[config.mk]
export PLATFORM = sky130hd
export DESIGN_NAME = ect_capture_timer
export DESIGN_NICKNAME = d
export VERILOG_FILES = /design/src/hw/ect_pkg.sv /design/src/hw/ect_capture_timer.sv
export SDC_FILE = /design/constraint.sdc
export NUM_CORES = 1
export LEC_CHECK = 0
export ABC_AREA = 1
export BUFFER_PORTS_ARGS = -buffer_cell sky130_fd_sc_hd__buf_2
export CAP_MARGIN = 20
export CORE_ASPECT_RATIO = 1.2
export CORE_MARGIN = 2
export CORE_UTILIZATION = 29
export CTS_CLUSTER_DIAMETER = 30
export DETAILED_ROUTE_END_ITERATION = 10
export PLACE_DENSITY = 0.46
export SYNTH_ARGS = -nofsm -noshare
export SYNTH_HDL_FRONTEND = slang
export SYNTH_SLANG_ARGS = --single-unit
[constraint.sdc]
create_clock -name MCLK -period 3.1 [get_ports MCLK]
set_input_delay 0 -clock MCLK [delete_from_list [all_inputs] [get_ports MCLK]]
set_output_delay 0 -clock MCLK [all_outputs]
set_load 0.01 [all_outputs]
[src/hw/ect_pkg.sv]
// Constants and types of the edge capture and interval timer.
// Assumes a single 250 MHz clock that also serves as the capture time base.
//
// What this block does
// - A 16-bit free-running counter is the time base sampled by every capture.
// - Input A rising edge loads channel-0 rising register with selected counter bits.
// - Wide mode: channel-1 rising holds counter bits 15:8 from channel-0 rise.
// - Input A falling edge loads channel-0 falling; wide mode stores bits 7:0.
// - 8-bit mode: input B falling edge loads channel-1 falling register.
// - Wide mode: channel-1 falling holds counter bits 15:8 from channel-0 fall.
// - Prescale field, config bits 6:4, value n captures counter bits n+7:n in 8-bit mode.
// - Config bit 3 sets wide mode; input B ignored, channel 1 extends channel 0.
// - First-edge bit clear: every qualifying edge overwrites its capture register.
// - First-edge bit set: each register keeps first edge until software reads it.
// - Four interrupt enable bits, one per capture register; bits 7:4 reserved.
// - Status flags bits 0..3 mark A rise, A fall, B rise, B fall; in wide mode bits 2..3 mark A rise, A fall.
// - Writing one clears a status flag, zero leaves it; clear before next interrupt.
// - Reading interval count low byte snapshots its upper nibble.
// - Interval count high returns the nibble held at the last low-byte read.
// - Reload is a low byte plus high nibble, written low byte first.
// - A loaded, enabled capture raises its channel request; two channel requests.
// ***************************************************************************
package ect_pkg;

  // ***************************************************************************
  // Register indices; byte address is four times the index
  // ***************************************************************************
  localparam logic [7:0] IDX_CAP0_RISE  = 8'h22;
  localparam logic [7:0] IDX_CAP1_RISE  = 8'h23;
  localparam logic [7:0] IDX_CAP0_FALL  = 8'h24;
  localparam logic [7:0] IDX_CAP1_FALL  = 8'h25;
  localparam logic [7:0] IDX_PIT_LOW    = 8'h26;
  localparam logic [7:0] IDX_PIT_HIGH   = 8'h27;
  localparam logic [7:0] IDX_RELOAD_LOW = 8'h28;
  localparam logic [7:0] IDX_RELOAD_HI  = 8'h29;
  localparam logic [7:0] IDX_CONFIG     = 8'h2a;
  localparam logic [7:0] IDX_IRQ_ENABLE = 8'h2b;
  localparam logic [7:0] IDX_IRQ_STATUS = 8'h2c;
  localparam logic [7:0] IDX_PIT_STATUS = 8'h2d;

  // ***************************************************************************
  // Field positions and reset values
  // ***************************************************************************
  localparam int         PIT_FLAG_BIT   = 0;
  localparam int         PIT_EN_BIT     = 1;
  localparam logic [7:0] RST_BYTE       = 8'h00;
  localparam logic [3:0] RST_NIBBLE     = 4'h0;
  localparam logic [2:0] HSIZE_WORD     = 3'h2;

  typedef struct packed {
    logic       first_hold;
    logic [2:0] prescale;
    logic       wide_capture_enable;
    logic [2:0] reserved;
  } ect_cfg_type;

endpackage

[src/hw/ect_capture_timer.sv]
// Edge capture and interval timer with its AHB-Lite register slave.
// Assumes one bus master, capture inputs synchronous-safe after two flops.
`timescale 1ns/1ps
module ect_capture_timer #(
  parameter int ADDR_W = 12,
  parameter int PIT_W  = 12
) (
  // Clock and reset
  input  wire logic              MCLK,
  input  wire logic              RST_N,
  // AHB-Lite slave
  input  wire logic              HSEL,
  input  wire logic [ADDR_W-1:0] HADDR,
  input  wire logic [1:0]        HTRANS,
  input  wire logic              HWRITE,
  input  wire logic [2:0]        HSIZE,
  input  wire logic [31:0]       HWDATA,
  input  wire logic              HREADY,
  output logic      [31:0]       HRDATA,
  output logic                   HREADYOUT,
  output logic                   HRESP,
  // Capture pins
  input  wire logic              CAPTURE_INPUT_A,
  input  wire logic              CAPTURE_INPUT_B,
  // Interrupt requests
  output logic                   IRQ,
  output logic                   CAP0_IRQ,
  output logic                   CAP1_IRQ
);
  import ect_pkg::*;

  // ***************************************************************************
  // Helpers
  // ***************************************************************************
  function automatic logic [7:0] window(input logic [15:0] c, input logic [2:0] p);
    window = 8'(c >> p);
  endfunction

  function automatic logic [7:0] cap_index(input int i);
    unique case (i)
      0:       cap_index = IDX_CAP0_RISE;
      1:       cap_index = IDX_CAP0_FALL;
      2:       cap_index = IDX_CAP1_RISE;
      default: cap_index = IDX_CAP1_FALL;
    endcase
  endfunction

  // ***************************************************************************
  // Input synchronisers and edge detect
  // ***************************************************************************
  logic [1:0] sync1;
  logic [1:0] sync2;
  logic [1:0] prev;
  logic [1:0] next_sync1;
  logic [1:0] next_sync2;
  logic [1:0] next_prev;
  logic [1:0] rise;
  logic [1:0] fall;

  always_comb begin
    next_sync1 = {CAPTURE_INPUT_B, CAPTURE_INPUT_A};
    next_sync2 = sync1;
    next_prev  = sync2;
    rise       = sync2 & ~prev;
    fall       = ~sync2 & prev;
  end

  always_ff @(posedge MCLK) begin
    if (!RST_N) begin
      sync1 <= 2'h0;
      sync2 <= 2'h0;
      prev  <= 2'h0;
    end else begin
      sync1 <= next_sync1;
      sync2 <= next_sync2;
      prev  <= next_prev;
    end
  end

  // ***************************************************************************
  // Bus slave: one wait state so read data leaves a flop
  // ***************************************************************************
  logic       pend;
  logic       wr_q;
  logic       ok_q;
  logic [7:0] idx_q;
  logic       next_pend;
  logic       next_wr;
  logic       next_ok;
  logic [7:0] next_idx;
  logic [31:0] next_rdata;
  logic       next_ready;
  logic       acc;
  logic       dwr;
  logic       drd;
  logic [7:0] wdat;
  logic [7:0] rd_val;

  always_comb begin
    acc        = HSEL && HTRANS[1] && HREADY;
    next_pend  = acc;
    next_ready = !acc;
    next_wr    = acc ? HWRITE : wr_q;
    next_idx   = acc ? HADDR[9:2] : idx_q;
    next_ok    = acc ? (HADDR[1:0] == 2'h0 && HSIZE == HSIZE_WORD
                        && (HADDR >> 10) == '0) : ok_q;
    dwr        = pend && wr_q && ok_q;
    drd        = pend && !wr_q && ok_q;
    wdat       = HWDATA[7:0];
    next_rdata = pend ? {24'h0, (drd ? rd_val : 8'h00)} : HRDATA;
  end

  always_ff @(posedge MCLK) begin
    if (!RST_N) begin
      pend      <= 1'b0;
      wr_q      <= 1'b0;
      ok_q      <= 1'b0;
      idx_q     <= 8'h00;
      HRDATA    <= 32'h0;
      HREADYOUT <= 1'b1;
      HRESP     <= 1'b0;
    end else begin
      pend      <= next_pend;
      wr_q      <= next_wr;
      ok_q      <= next_ok;
      idx_q     <= next_idx;
      HRDATA    <= next_rdata;
      HREADYOUT <= next_ready;
      HRESP     <= 1'b0;
    end
  end

  // ***************************************************************************
  // Capture, interval timer and interrupt state
  // ***************************************************************************
  logic [15:0]      frc;
  logic [7:0]       cap [4];
  logic [3:0]       held;
  logic [3:0]       status;
  logic [3:0]       irq_en;
  ect_cfg_type      cfg;
  logic [PIT_W-1:0] pit;
  logic [PIT_W-1:0] reload;
  logic [3:0]       pit_hold;
  logic             pit_flag;
  logic             pit_en;

  logic [15:0]      next_frc;
  logic [7:0]       next_cap [4];
  logic [3:0]       next_held;
  logic [3:0]       next_status;
  logic [3:0]       next_irq_en;
  ect_cfg_type      next_cfg;
  logic [PIT_W-1:0] next_pit;
  logic [PIT_W-1:0] next_reload;
  logic [3:0]       next_pit_hold;
  logic             next_pit_flag;
  logic             next_pit_en;
  logic             next_irq;
  logic             next_cap0_irq;
  logic             next_cap1_irq;
  logic [3:0]       edge_hit;
  logic [3:0]       ld;
  logic [7:0]       sel8;
  logic [3:0]       rd_cap;
  logic             pit_tc;

  always_comb begin
    next_frc = frc + 16'h1;
    sel8     = window(frc, cfg.prescale);
    if (cfg.wide_capture_enable) begin
      // Input B is not looked at in wide mode
      edge_hit = {fall[0], rise[0], fall[0], rise[0]};
    end else begin
      edge_hit = {fall[1], rise[1], fall[0], rise[0]};
    end
    for (int i = 0; i < 4; i++) begin
      rd_cap[i]   = drd && idx_q == cap_index(i);
      ld[i]       = edge_hit[i] && !(cfg.first_hold && held[i]);
      next_cap[i] = cap[i];
      if (dwr && idx_q == cap_index(i)) begin
        next_cap[i] = wdat;
      end
      if (ld[i]) begin
        if (!cfg.wide_capture_enable) begin
          next_cap[i] = sel8;
        end else if (i < 2) begin
          next_cap[i] = frc[7:0];
        end else begin
          next_cap[i] = frc[15:8];
        end
      end
    end
    // Read releases the hold; an edge in the same cycle is still ignored
    next_held = cfg.first_hold ? ((held & ~rd_cap) | ld) : 4'h0;

    // Set beats clear so an edge in the clearing cycle is kept
    next_status = status | ld;
    if (dwr && idx_q == IDX_IRQ_STATUS) begin
      next_status = (status & ~wdat[3:0]) | ld;
    end

    next_cfg    = cfg;
    next_irq_en = irq_en;
    next_reload = reload;
    next_pit_en = pit_en;
    if (dwr) begin
      unique case (idx_q)
        IDX_CONFIG:     next_cfg = {wdat[7:3], 3'h0};
        IDX_IRQ_ENABLE: next_irq_en = wdat[3:0];
        IDX_RELOAD_LOW: next_reload = {reload[PIT_W-1:8], wdat};
        IDX_RELOAD_HI:  next_reload = {wdat[PIT_W-9:0], reload[7:0]};
        IDX_PIT_STATUS: next_pit_en = wdat[PIT_EN_BIT];
        default:        next_pit_en = pit_en;
      endcase
    end

    // A zero reload parks the timer instead of flagging every cycle
    pit_tc   = pit == '0 && reload != '0;
    next_pit = pit_tc ? reload : (pit == '0 ? pit : pit - 1'b1);
    next_pit_flag = pit_flag | pit_tc;
    if (dwr && idx_q == IDX_PIT_STATUS) begin
      next_pit_flag = (pit_flag & ~wdat[PIT_FLAG_BIT]) | pit_tc;
    end
    next_pit_hold = pit_hold;
    if (drd && idx_q == IDX_PIT_LOW) begin
      next_pit_hold = pit[PIT_W-1:8];
    end

    next_cap0_irq = |(status[1:0] & irq_en[1:0]);
    next_cap1_irq = |(status[3:2] & irq_en[3:2]);
    next_irq      = next_cap0_irq || next_cap1_irq || (pit_flag && pit_en);

    unique case (idx_q)
      IDX_CAP0_RISE:  rd_val = cap[0];
      IDX_CAP0_FALL:  rd_val = cap[1];
      IDX_CAP1_RISE:  rd_val = cap[2];
      IDX_CAP1_FALL:  rd_val = cap[3];
      IDX_PIT_LOW:    rd_val = pit[7:0];
      IDX_PIT_HIGH:   rd_val = {4'h0, pit_hold};
      IDX_RELOAD_LOW: rd_val = reload[7:0];
      IDX_RELOAD_HI:  rd_val = {4'h0, reload[PIT_W-1:8]};
      IDX_CONFIG:     rd_val = cfg;
      IDX_IRQ_ENABLE: rd_val = {4'h0, irq_en};
      IDX_IRQ_STATUS: rd_val = {4'h0, status};
      IDX_PIT_STATUS: rd_val = {6'h0, pit_en, pit_flag};
      default:        rd_val = 8'h00;
    endcase
  end

  always_ff @(posedge MCLK) begin
    if (!RST_N) begin
      frc      <= 16'h0;
      for (int i = 0; i < 4; i++) begin
        cap[i] <= RST_BYTE;
      end
      held     <= 4'h0;
      status   <= RST_NIBBLE;
      irq_en   <= RST_NIBBLE;
      cfg      <= RST_BYTE;
      pit      <= '0;
      reload   <= '0;
      pit_hold <= RST_NIBBLE;
      pit_flag <= 1'b0;
      pit_en   <= 1'b0;
      IRQ      <= 1'b0;
      CAP0_IRQ <= 1'b0;
      CAP1_IRQ <= 1'b0;
    end else begin
      frc      <= next_frc;
      cap      <= next_cap;
      held     <= next_held;
      status   <= next_status;
      irq_en   <= next_irq_en;
      cfg      <= next_cfg;
      pit      <= next_pit;
      reload   <= next_reload;
      pit_hold <= next_pit_hold;
      pit_flag <= next_pit_flag;
      pit_en   <= next_pit_en;
      IRQ      <= next_irq;
      CAP0_IRQ <= next_cap0_irq;
      CAP1_IRQ <= next_cap1_irq;
    end
  end
endmodule

# == Word-level counts from Yosys, hierarchy flattened ==
# Index checks and enable logic that the tools add are counted.
# op_classes
add_sub_neg,2
eq_ne,14
shift,1
muxes,18
bitwise,19
reduce_logical,53
# ops
op,n
$eq 8x6->1 const B,12
$pmux 8 s12,1
$mux 8,11
$logic_and 1x1->1,29
$logic_not 12->1,2
$mux 12,2
$pmux 12 s2,1
$add 16x1->16 const B,1
$shr 16x3->8,1
$or 4x4->4,3
$reduce_bool 12->1,1
$sub 12x1->12 const B,1
$and 2x2->2,4
$and 4x4->4,2
$mux 4,2
$not 4->4,2
$reduce_and 2->1,4
$reduce_bool 2->1,4
$logic_not 1->1,6
$reduce_and 3->1,2
$not 2->2,2
$reduce_or 2->1,2
$eq 3x2->1 const B,1
$not 1->1,3
other kinds (6),8
# word_totals
ff_bits,124
in_bits,56

# == Longest topological paths before layout ==
# depth
ltp_word,7
mapped_depth,11
ltp_nobuf,10

# == Least setup slack after synthesis ==
# Ideal clock, no wire load.
# synth_timing
path_kind,register to register
start,register frc[0]
end,register frc[12]
setup_ns,0.131
arrival_time_ns,1.307
required_time_ns,2.969
setup_slack_ns,1.663
stages_incl_launch_ff,9
n_path_buf,0
synth_period_minus_slack_ns,1.437
path_cell_list,dfxtp_1 ha_1 nand2_1 nor2_2 nand3_1 nor2_2 nand3_2 nor3_1 nor3b_2
# synth_between
elab_chain_cells,1
# synth_rtl
element,line_no,source
"start, declared",ect_capture_timer.sv:136,logic [15:0] frc;
"start signal, assigned",ect_capture_timer.sv:270,frc <= next_frc;
$add 16x1->16,ect_capture_timer.sv:169,next_frc = frc + 16'h1;
# Every way passes these cells.
# A chain may end at the register's enable or synchronous reset.

# == Worst setup path after layout ==
# layout_timing
start,register idx_q[4]
end,register cap[28] in the netlist's numbering
# layout_between
elab_chain_cells,3
# layout_rtl
element,line_no,source
"start, declared",ect_capture_timer.sv:86,logic [7:0] idx_q;
"start signal, assigned",ect_capture_timer.sv:126,idx_q <= next_idx;
$eq 8x6->1,ect_capture_timer.sv:181,if (dwr && idx_q == cap_index(i)) begin
$logic_and 1x1->1,ect_capture_timer.sv:181,
$reduce_bool 2->1 (no source line),--,
"end signal, assigned",ect_capture_timer.sv:271,cap <= next_cap;
"end, declared",ect_capture_timer.sv:137,logic [7:0] cap [4];
# Every way passes these cells.

==> impl_metrics.py <==
metrics = {
    "timing": {
        "fin_skew_ps": 20.1,
        "finalSetupViolations": 0,
        "grt_setup_unrepaired": "no",
        "tns_ps": 0,
        "drv_slew": 0,
        "finalCritPeriodShare_pct": 66.0,
        "fin_crit_ps": 2050,
        "tightest_slew_ps": 976,
        "slew_headroom_pct": 34.9,
        "fmax_mhz": 489,
        "finalHoldViolCount": 0,
    },
    "placement": {
        "place_congestion": 0.859,
        "portBuffers": 42,
        "place_hpwl_mm": 16.1,
        "place_area_mm2": 0.00726,
    },
    "die": {
        "die_w_um": 145,
        "start_util_pct": 29.6,
        "rows": 61,
        "die_area_mm2": 0.0250,
        "die_h_um": 173,
        "coreArea_mm2": 0.0233,
        "io_pins": 93,
    },
    "yosys": {
        "yosysWarnings": 0,
        "synth-seq-cells": 124,
        "synth.avg_cell_area_um2": 6.66,
        "synth-async-reset-ratio_pct": 0,
        "syn_inst": 1034,
        "syn-cell-area_mm2": 0.00689,
        "synth_edf_count": 0,
        "yosysTopAreaCell": "dfxtp_1",
        "ys_seq_area_share_pct": 36.0,
        "synth_ff_type": "dfxtp_1",
        "ys_types": 46,
        "yosys-top-cells-area": "dfxtp_1, nand2_1, nand3_1",
        "synth_top_area_share_pct": 36.0,
    },
    "run_status": {
        "outcome": "completed",
    },
    "worst_setup_path": {
        "crit_type": "reg -> reg",
        "crit_start": "idx_q[4]$_SDFFE_PN0P_",
        "required_ps": 3450,
        "end_kind": "flop",
        "crit_path_max_fanout": 38,
        "worst-r2r-cell-count": 10,
        "reg2reg_from": "idx_q[4]$_SDFFE_PN0P_",
        "startpoint_type": "flop",
        "cp_data_arrival_time_ps": 2400,
    },
    "pwr": {
        "leakagePower_nw": 3.29,
        "power.internal_mw": 3.15,
        "clkPwrFrac_pct": 43.5,
        "power.switching_mw": 1.36,
        "ir_drop_v": 0.000380,
        "combPwrFrac_pct": 17.7,
        "switching_share_pct": 30.2,
        "finalPower_mw": 4.51,
        "seq_power_share_pct": 38.8,
        "powerDensity_mw_per_mm2": 561,
    },
    "final_layout": {
        "area_growth_syn_to_layout_pct": 16.5,
        "fill_cells": 2582,
        "drive_gt1_share_pct": 12.8,
        "mostFrequentLayoutCells": "nand2_1, nand3_1, dfxtp_1, a21oi_1, nor2_1",
        "diodes": 0,
        "finalNetCount": 1144,
        "final_util_pct": 34.5,
        "finalInstanceArea_mm2": 0.00803,
        "mostFrequentLayoutCell": "nand2_1",
    },
    "clock_network": {
        "cts_resized": 0,
        "root_buffer": "clkbuf_16",
        "post_cts_buffers": 0,
        "insertion_delay_ps": 430,
        "postCtsHoldBufs": 20,
        "clkTransAtPathRegs_ps": 60,
        "cts_buffers": 17,
        "cts.sink_count": 124,
        "cts_max_level": 4,
        "cts_buffer_depth": 2,
        "cts_tree": "built",
    },
    "global_route": {
        "first_global_vias": 6400,
        "grt_pass1_wl_mm": 35.6,
        "grt_max_degree": 47,
        "globalRouteTotalUtil_pct": 18.7,
        "gr-total-overflow": 0,
        "antenna_found_initial": 0,
    },
    "flow_run": {
        "drv_cap": 0,
    },
    "min_path": {
        "hold_start": "HWDATA[5]",
        "hp-class": "in -> reg",
        "whs_path_depth": 3,
    },
    "route": {
        "ant_nets": 0,
        "drc": 0,
        "avgRoutedWirePerCell_um": 15.9,
        "avgViaCountPerCell": 4.75,
        "drtIter0Drc": 324,
        "firstDrtPassIters": 5,
        "vias": 6711,
        "routed_wl_mm": 22.4,
    },
}
-- layout make-up --
class	count	area (um^2)	area share, %
multi-input combinational	759	3670	45.7
tap	315	394	4.91
clock inverter	12	123	1.53
sequential	124	2480	30.9
inverter	112	420	5.24
timing repair buffer	71	490	6.11
clock buffer	20	447	5.56
-- per-layer routing --
layer  vias to the layer above  part of all wire, %  GRT usage (%)
li1                       3439                    -              -
met3                        30                  2.8           3.27
met1                      3115                   43           23.2
met4                         0                  2.7           7.04
met5                         -                    0              0
met2                       127                   51           31.9
-- sequential cells by signal, summed over array words and instances, names as in the netlist, 2 cells and up --
name and cells:
pit_hold 4, pit 12, prev 2, held 4, HRDATA 8, frc 16
cap 32, cfg 5, idx_q 8, next_prev 2, status 4, irq_en 4
reload 12, next_sync2 2
-- kinds of logic (layout without fill, tap and decap cells) --
group                    count (synthesis)  count (layout)  share of synthesized area, %
AO/OA/AOI/OAI                          196             196                          15.4
XOR/XNOR                                 9               9                          1.14
adder cells (fa/ha/maj)                  3               3                         0.545
buffers and inverters                  175             215                          12.0
flip-flops                             124             124                          36.0
other                                    1              25                        0.0544
AND/OR/NAND/NOR                        526             526                          34.9
-- power groups by stage --
stage,clock network (mW),logic [mW],registers (mW)
2_1_floorplan,0,0.616,1.76
4_1_cts,2.01,0.801,1.75
3_3_place_gp,0,0.783,1.78
3_5_place_dp,0,0.778,1.78
6_report,1.96,0.797,1.75
5_1_grt,2.08,0.898,1.76
-- Yosys cell counts, types with 11 or more instances --
library cell	instances
a21oi_1	97
buf_2	11
buf_4	27
clkbuf_1	15
dfxtp_1	124
inv_1	89
inv_2	19
nand2_1	241
nand3_1	134
nor2_1	93
nor3_1	12
o21ai_0	56
o21ai_1	18
-- metrics by stage --
stage | setup slack (ps) | hold WS, ps | instances
floorplan | 1660 | 97.6 | 1058
global placement | 1080 | 192 | 1361
detailed placement | 1050 | 193 | 1361
CTS | 1030 | 0.817 | 1413
global route | 821 | 14.0 | 1413
finish | 1050 | 15.1 | 1413
-- worst max-delay path, cell delays in order, from the launching register on --
cell and delay, ps:
dfxtp_1 300, inv_2 50, nand2_2 90, nor2_8 290, buf_4 440, nand3_4 240, nor2_4 230, nand2_1 70
nand2_1 60, inv_1 40, a21oi_1 140
-- final timing paths --
path                                           endpoint  slack [ps]
worst max-delay path               cap[28]$_SDFFE_PN0P_        1050
worst min register to register  next_prev[0]$_SDFF_PN0_         410
worst min-delay path             reload[5]$_SDFFE_PN0P_          20
worst max register to register     cap[28]$_SDFFE_PN0P_        1050
No activity file was read; power rests on OpenSTA's default activity.
